File: config.mk
export PLATFORM = sky130hd
export DESIGN_NAME = wmc_regs
export DESIGN_NICKNAME = d
export VERILOG_FILES = /design/src/include/wmc_pkg.sv /design/src/hw/wmc_regs.sv
export VERILOG_INCLUDE_DIRS = /design/src /design/src/include
export SDC_FILE = /design/constraint.sdc
export NUM_CORES = 1
export LEC_CHECK = 0
export BUFFER_PORTS_ARGS = -buffer_cell sky130_fd_sc_hd__buf_2
export CORE_ASPECT_RATIO = 1.25
export CORE_MARGIN = 2
export CORE_UTILIZATION = 40
export CTS_CLUSTER_SIZE = 28
export DETAILED_ROUTE_END_ITERATION = 12
export PLACE_DENSITY_LB_ADDON = 0.25
export SLEW_MARGIN = 20
export SYNTH_ARGS = -nofsm -noshare
export SYNTH_HDL_FRONTEND = slang
export SYNTH_SLANG_ARGS = --single-unit
export TNS_END_PERCENT = 30
File: constraint.sdc
create_clock -name clk -period 5.81 [get_ports clk]
set_input_delay 0 -clock clk [delete_from_list [all_inputs] [get_ports clk]]
set_output_delay 0 -clock clk [all_outputs]
set_load 0.03 [all_outputs]
File: src/include/wmc_map.svh
`ifndef WMC_MAP_SVH
`define WMC_MAP_SVH

// ****************************************************************
// Register offsets
// ****************************************************************
`define WMC_OFS_PHASE_CONFIG 8'h37
`define WMC_OFS_PHASE_REFERENCE 8'h38
`define WMC_OFS_PHASE_AVERAGE 8'h39
`define WMC_OFS_PHASE_RESULT 8'h3a
`define WMC_OFS_CAP_CONFIG 8'h3b
`define WMC_OFS_CAP_REFERENCE 8'h3c
`define WMC_OFS_CAP_AVERAGE 8'h3d
`define WMC_OFS_CAP_RESULT 8'h3e
`define WMC_OFS_CHIP_IDENTITY 8'h3f
`define WMC_OFS_IRQ_STATUS 8'h40
`define WMC_OFS_IRQ_MASK 8'h41

// ****************************************************************
// Field positions and reset values
// ****************************************************************
`define WMC_CFG_DELTA_MSB 7
`define WMC_CFG_DELTA_LSB 4
`define WMC_CFG_INCLUDE_BIT 3
`define WMC_CFG_WEIGHT_MSB 2
`define WMC_CFG_WEIGHT_LSB 1
`define WMC_CFG_REFSEL_BIT 0
`define WMC_IRQ_PHASE_BIT 0
`define WMC_IRQ_CAP_BIT 1
`define WMC_RESET_BYTE 8'h00
`define WMC_IRQ_RESET 2'h0

`endif

File: src/include/wmc_pkg.sv
package wmc_pkg;

  // Configuration byte layout shared by phase and capacitance channels
  typedef struct packed {
    logic [3:0] delta_threshold;
    logic avg_include_trigger;
    logic [1:0] avg_weight;
    logic reference_select;
  } wmc_cfg_t;

  // One measurement result handed in by a front end
  typedef struct packed {
    logic valid;
    logic [7:0] value;
  } wmc_meas_t;

  typedef enum logic [1:0] {
    WMC_CH_PHASE,
    WMC_CH_CAP
  } wmc_channel_t;

endpackage

File: src/hw/wmc_regs.sv
// How it works
// RULE1: Cap config upper nibble is delta; exceeding it raises cap wake interrupt.
// RULE2: Include bit decides whether an interrupting measurement enters the average.
// RULE3: Weight code 00/01/10/11 divides update by 4/8/16/32.
// RULE4: Reference select picks software reference (0) or running average (1).
// RULE5: Cap reference register at 3Ch, read-write, resets to zero.
// RULE6: Cap average at 3Dh, read-only, resets to zero.
// RULE7: Cap last result at 3Eh, read-only, resets to zero.
// RULE8: Phase reference register at 38h, read-write, resets to zero.
// RULE9: Phase average at 39h, read-only, resets to zero.
// RULE10: Phase last result at 3Ah, read-only, resets to zero.
// RULE11: Identity at 3Fh: type code bits 7..3, revision bits 2..0.
// RULE12: Phase config at 37h mirrors cap fields and governs phase channel.
// RULE13: Cap measurement at each wake timeout; interrupt if over threshold.
// RULE14: Accepted result moves average by difference over weight; last result refreshed.
// RULE15: Writes to result and identity registers are ignored.
//
// The strobed register port was left to the implementer.
`timescale 1ns/100ps
`default_nettype none
`include "wmc_map.svh"

module wmc_regs
  import wmc_pkg::*;
#(
  parameter logic [4:0] CHIP_TYPE = 5'h11, // Arbitrary value
  parameter logic [2:0] CHIP_REV = 3'h1 // Arbitrary value
) (
  // Clock and reset
  input wire logic clk,
  input wire logic nrst,
  // Register port
  input wire logic [7:0] reg_addr,
  input wire logic [7:0] reg_wdata,
  input wire logic reg_write,
  input wire logic reg_read,
  output logic [7:0] reg_rdata,
  // Measurement inputs, one-cycle valid from the front ends
  input wire wmc_meas_t phase_meas,
  input wire wmc_meas_t cap_meas,
  // Wake enables and configuration outputs for the measurement sequencer
  input wire logic cap_wake_enable,
  input wire logic phase_wake_enable,
  output wmc_cfg_t phase_cfg_out,
  output wmc_cfg_t cap_cfg_out,
  // Interrupt
  output logic irq
);

  // ****************************************************************
  // Helpers
  // ****************************************************************

  // Shift for weight code: 4,8,16,32 are shifts of 2..5
  function automatic logic [2:0] weight_shift(input logic [1:0] code);
    weight_shift = {1'b0, code} + 3'h2; // [RULE3]
  endfunction

  // Signed step toward the new result by difference / weight
  function automatic logic [7:0] next_average(input logic [7:0] avg, input logic [7:0] res,
                                              input logic [1:0] code);
    logic signed [9:0] diff;
    logic signed [9:0] step;
    diff = $signed({2'b00, res}) - $signed({2'b00, avg});
    step = diff >>> weight_shift(code);
    next_average = 8'(avg + step[7:0]); // [RULE14]
  endfunction

  // Absolute difference of two bytes
  function automatic logic [7:0] abs_diff(input logic [7:0] a, input logic [7:0] b);
    abs_diff = (a > b) ? 8'(a - b) : 8'(b - a);
  endfunction

  // ****************************************************************
  // Register state
  // ****************************************************************
  wmc_cfg_t phase_cfg;
  wmc_cfg_t cap_cfg;
  logic [7:0] phase_reference_value;
  logic [7:0] phase_average_value;
  logic [7:0] phase_last_result;
  logic [7:0] cap_reference_value;
  logic [7:0] cap_average_value;
  logic [7:0] cap_last_result;
  logic [1:0] irq_status;
  logic [1:0] irq_mask;

  // ****************************************************************
  // Address decode
  // ****************************************************************
  wire wr_phase_cfg = reg_write && reg_addr == `WMC_OFS_PHASE_CONFIG; // [RULE12]
  wire wr_phase_ref = reg_write && reg_addr == `WMC_OFS_PHASE_REFERENCE; // [RULE8]
  wire wr_cap_cfg = reg_write && reg_addr == `WMC_OFS_CAP_CONFIG;
  wire wr_cap_ref = reg_write && reg_addr == `WMC_OFS_CAP_REFERENCE; // [RULE5]
  wire wr_irq_status = reg_write && reg_addr == `WMC_OFS_IRQ_STATUS;
  wire wr_irq_mask = reg_write && reg_addr == `WMC_OFS_IRQ_MASK;
  // Result and identity offsets have no write decode at all [RULE15]

  // ****************************************************************
  // Compare and averaging
  // ****************************************************************

  // Reference selection per channel
  wire [7:0] phase_ref_used = phase_cfg.reference_select ? phase_average_value
                                                         : phase_reference_value; // [RULE4]
  wire [7:0] cap_ref_used = cap_cfg.reference_select ? cap_average_value
                                                     : cap_reference_value; // [RULE4]

  // Threshold compare, strictly greater than delta
  wire phase_over = abs_diff(phase_meas.value, phase_ref_used) >
                    {4'h0, phase_cfg.delta_threshold}; // [RULE12]
  wire cap_over = abs_diff(cap_meas.value, cap_ref_used) >
                  {4'h0, cap_cfg.delta_threshold}; // [RULE1]

  // Wake events only while the wake measurement is enabled
  wire phase_event = phase_meas.valid && phase_wake_enable && phase_over;
  wire cap_event = cap_meas.valid && cap_wake_enable && cap_over; // [RULE13]

  // A triggering measurement joins the average only when include is set
  wire phase_accept = phase_meas.valid && (!phase_over || phase_cfg.avg_include_trigger);
  wire cap_accept = cap_meas.valid && (!cap_over || cap_cfg.avg_include_trigger); // [RULE2]

  wire [7:0] next_phase_average = next_average(phase_average_value, phase_meas.value,
                                               phase_cfg.avg_weight);
  wire [7:0] next_cap_average = next_average(cap_average_value, cap_meas.value,
                                             cap_cfg.avg_weight); // [RULE3]

  // Set wins over a simultaneous write-one clear
  wire [1:0] irq_set = {cap_event, phase_event};
  wire [1:0] next_irq_status = (irq_status & ~(wr_irq_status ? reg_wdata[1:0] : 2'h0)) |
                               irq_set;

  // ****************************************************************
  // Software registers
  // ****************************************************************

  // Configuration and references, reset to zero
  always_ff @(posedge clk or negedge nrst) begin
    if (!nrst) begin
      phase_cfg <= `WMC_RESET_BYTE;
      cap_cfg <= `WMC_RESET_BYTE;
      phase_reference_value <= `WMC_RESET_BYTE; // [RULE8]
      cap_reference_value <= `WMC_RESET_BYTE; // [RULE5]
      irq_mask <= `WMC_IRQ_RESET;
    end else begin
      if (wr_phase_cfg) phase_cfg <= reg_wdata;
      if (wr_cap_cfg) cap_cfg <= reg_wdata; // [RULE1]
      if (wr_phase_ref) phase_reference_value <= reg_wdata;
      if (wr_cap_ref) cap_reference_value <= reg_wdata;
      if (wr_irq_mask) irq_mask <= reg_wdata[1:0];
    end
  end

  // ****************************************************************
  // Measurement state
  // ****************************************************************

  // Phase channel: last result always refreshed, average only when accepted
  always_ff @(posedge clk or negedge nrst) begin
    if (!nrst) begin
      phase_last_result <= `WMC_RESET_BYTE; // [RULE10]
      phase_average_value <= `WMC_RESET_BYTE; // [RULE9]
    end else if (phase_meas.valid) begin
      phase_last_result <= phase_meas.value;
      if (phase_accept) phase_average_value <= next_phase_average; // [RULE12]
    end
  end

  // Capacitance channel
  always_ff @(posedge clk or negedge nrst) begin
    if (!nrst) begin
      cap_last_result <= `WMC_RESET_BYTE; // [RULE7]
      cap_average_value <= `WMC_RESET_BYTE; // [RULE6]
    end else if (cap_meas.valid) begin
      cap_last_result <= cap_meas.value; // [RULE14]
      if (cap_accept) cap_average_value <= next_cap_average; // [RULE2]
    end
  end

  // Sticky interrupt status
  always_ff @(posedge clk or negedge nrst) begin
    if (!nrst) begin
      irq_status <= `WMC_IRQ_RESET;
    end else begin
      irq_status <= next_irq_status; // [RULE13]
    end
  end

  assign irq = |(irq_status & irq_mask);
  assign phase_cfg_out = phase_cfg;
  assign cap_cfg_out = cap_cfg;

  // ****************************************************************
  // Read path
  // ****************************************************************

  // Read mux; unmapped offsets read zero
  logic [7:0] read_mux;
  always_comb begin
    case (reg_addr)
      `WMC_OFS_PHASE_CONFIG: read_mux = phase_cfg;
      `WMC_OFS_PHASE_REFERENCE: read_mux = phase_reference_value;
      `WMC_OFS_PHASE_AVERAGE: read_mux = phase_average_value; // [RULE9]
      `WMC_OFS_PHASE_RESULT: read_mux = phase_last_result; // [RULE10]
      `WMC_OFS_CAP_CONFIG: read_mux = cap_cfg;
      `WMC_OFS_CAP_REFERENCE: read_mux = cap_reference_value;
      `WMC_OFS_CAP_AVERAGE: read_mux = cap_average_value; // [RULE6]
      `WMC_OFS_CAP_RESULT: read_mux = cap_last_result; // [RULE7]
      `WMC_OFS_CHIP_IDENTITY: read_mux = {CHIP_TYPE, CHIP_REV}; // [RULE11]
      `WMC_OFS_IRQ_STATUS: read_mux = {6'h00, irq_status};
      `WMC_OFS_IRQ_MASK: read_mux = {6'h00, irq_mask};
      default: read_mux = 8'h00;
    endcase
  end

  // Read data is registered, valid only the cycle after the strobe
  always_ff @(posedge clk or negedge nrst) begin
    if (!nrst) begin
      reg_rdata <= 8'h00;
    end else begin
      reg_rdata <= reg_read ? read_mux : 8'h00;
    end
  end

endmodule // wmc_regs
`default_nettype wire

==> results.cfg <==
[layout]
fin_nets = 898
fin_util = 0.469
final_area_um2 = 7600
multi_input_area_um2 = 4360
layout_commonest_cell = dfrtp_1
syn_to_final_growth_pct = 14.8
layout_common_cells = 76 x dfrtp_1, 66 x ha_1, 63 x inv_1, 63 x buf_2, 51 x nand2_1
area.sequential_um2 = 1900
fill_cells = 1573
drive_gt1_frac = 0.197
diodes = 0

[sta]
skew_ns = 0.00434
finalHoldViolCount = 0
worstMarginPinSlew_ns = 0.953
rsz0062_at_grt = no
period_needed_ns = 4.71
fin_crit_sh = 0.811
drv_slew = 0
fmax_mhz = 212
slew_headroom = 0.365
fin_ws_ns = 1.10
finalSetupTns_ns = 0
setup-violations-final = 0

[grt]
grt_start_max_net_pins = 77
gr-usage-met1 = 0.256
gr-total-overflow = 0
grt_usage = 0.219
globalRoute.busiestLayer = met2
grt_util_met3 = 0.0189
antenna_found_initial = 0
grt_pass1_wl_mm = 30.3
first_global_vias = 5705
grt.met2_usage = 0.419

[synthesis]
yosys.cell_types.count = 67
synthArstFlopShare = 1.00
synth_top_area_cell = dfrtp_1
syn_nets = 828
synthCells = 716
synth_top_area_share = 0.287
ys_seq_elements = 76
synth_area_leaders = dfrtp_1 29%, ha_1 12%, mux2_2 7.5%
ys_seq_area_frac = 0.287
ys.flop_type = dfrtp_1
syn_area_per_cell_um2 = 9.25
netlist_area_um2 = 6630
synth_warnings = 0
synth_edf_count = 0

[power]
power_per_cell_area_nw_per_um2 = 399
clkPwrFrac = 0.196
seq_power_share = 0.247
combinationalPowerShare = 0.557
peakVddDrop_v = 0.000228
p_int_mw = 1.74
p_sw_mw = 1.29
p_sw_frac = 0.426
p_leak_nw = 3.55

[detailed_routing]
vias = 5650
drt-initial-drc-count = 289
wl_per_cell_um = 18.9
via_per_inst = 5.61
wirelength_mm = 19.0
drt_pass1_iterations = 5
ant_nets = 0
drc = 0

[worst_setup_path]
cp_max_fo = 13
r2r_cells = 15
crit_path_start_kind = register
rrSetupSlack_ns = 1.10
crit_arrival_ns = 4.93
r2r-end = phase_average_value[0]
critical_path_class = reg2reg
critPathRequiredTime_ns = 6.03
endpoint_kind = register
r2r_start = phase_cfg_out[0]

[clock_tree]
h-tree-depth = 3
clock_tree.root_cell = clkbuf_16
cts.clk_slew.worst_paths_ns = 0.06
worstSkewPairLatency_ns = 0.34
cts_tree = yes
clock-sinks = 76
cts-resized-gates = 0
cts_made_buffers = 9
cts.path.max_buffers = 2

[worst_hold_path]
min_path_type = in2reg
min_from = phase_meas[2]
hold_path_depth = 2
hold_end = phase_last_result[2]

[run]
maxCapViolations = 0

[floorplan]
io_pins = 65
start_util = 0.409
die_y_um = 148
die_w_um = 119
row_count = 52
core-area_um2 = 16200
dieArea_um2 = 17600

[placed_design]
dp_hpwl_mm = 15.5
io_buffers = 64
dp_slack_ns = 1.04
routabilityCongestion = 0.883
dpl_cell_area_um2 = 7100

[outcome]
status = finished, final reports clean
[area by class of cell]
type                       instances  area share
clock buffer                      10      0.0301
clock inverter                     6      0.0117
inverter                          63      0.0311
multi-input combinational        552       0.573
sequential                        76       0.250
tap                              216      0.0355
timing repair buffer              84      0.0685
[worst max-delay path by stage]
stage | from | end | slack, ns | cells past startpoint
6_report | phase_cfg_out[0] | phase_average_value[0] | 1.10 | 15
2_1_floorplan | phase_cfg_out[0] | phase_average_value[0] | 1.37 | 16
3_5_place_dp | phase_cfg_out[0] | phase_average_value[0] | 1.04 | 15
4_1_cts | phase_cfg_out[0] | phase_average_value[0] | 1.03 | 15
3_3_place_gp | phase_cfg_out[0] | phase_average_value[0] | 1.18 | 15
5_1_grt | phase_cfg_out[0] | phase_average_value[0] | 0.84 | 15
[worst max-delay path, stage by stage, from the launching register on]
cell and delay [ns]:
dfrtp_1 0.65, mux2i_1 0.40, inv_1 0.08, ha_1 0.46, nand4_1 0.18, or2_4 0.29
o21ai_4 0.13, mux2_2 0.38, ha_1 0.29, a21oi_1 0.16, o21ai_0 0.11, a22o_1 0.25
a2111o_1 0.38, o41ai_4 0.21, buf_4 0.28, mux2_1 0.34
[sequential cells by signal, summed over array words and instances (netlist names)]
signal,flops
reg_rdata,8
cap_average_value,8
phase_last_result,8
phase_reference_value,8
irq_status,2
cap_last_result,8
irq_mask,2
cap_reference_value,8
phase_average_value,8
phase_cfg_out,8
cap_cfg_out,8
[synthesized netlist by cell type, drive strengths merged, types with 3 or more instances]
cell type and n:
a211oi 9, nand3b 8, nand2b 10, buf 11, o41ai 3, a31oi 12, a21oi 43, a21o 11
nor2b 8, nand3 9, nor3 17, xnor2 17, a22oi 14, ha 66, xor2 10, dfrtp 76
and2 6, or4 3, a21boi 3, clkbuf 14, a22o 8, nand4 9, o21ai 47, a221o 4
a221oi 10, or3 3, nor2 40, o211ai 5, mux2 54, or2 3, mux2i 32, fa 6
inv 63, nand2 56
[per-stage QoR]
stage | std cells | power, mW | hold WS (ns)
2_1_floorplan | 716 | 2.03 | -0.296
3_3_place_gp | 972 | 2.36 | 0.198
3_5_place_dp | 972 | 2.43 | 0.207
4_1_cts | 1007 | 3.04 | 0.00129
5_1_grt | 1007 | 3.27 | 0.0103
6_report | 1007 | 3.03 | 0.00873
[cell families after synthesis]
logic type / synth area share
xor gates and xnor gates: 0.0357
muxes: 0.141
adders and majority gates: 0.143
AOI/OAI and AO/OA: 0.205
buffers and inverters: 0.0553
and+or+nand+nor: 0.133
DFF: 0.287
[power groups by stage]
stage	Combinational [mW]	Sequential, mW	Clock [mW]
5_1_grt	1.89	0.758	0.625
3_5_place_dp	1.66	0.760	0
6_report	1.69	0.749	0.593
3_3_place_gp	1.60	0.760	0
4_1_cts	1.69	0.751	0.599
2_1_floorplan	1.34	0.691	0
[timing repair]
action                                  4_1_cts  5_1_grt
hold endpoints to repair                    112        0
hold buffers                                 19        0
endpoints found under the setup margin        0        0
setup buffers                                 0        0
[layer usage]
layer | vias up | wire, um
met2 | 113 | 10200
met3 | 21 | 484
li1 | 2746 | -
met5 | - | 0
met4 | 0 | 359
met1 | 2770 | 7980
Power figures use the tool's default switching activity.
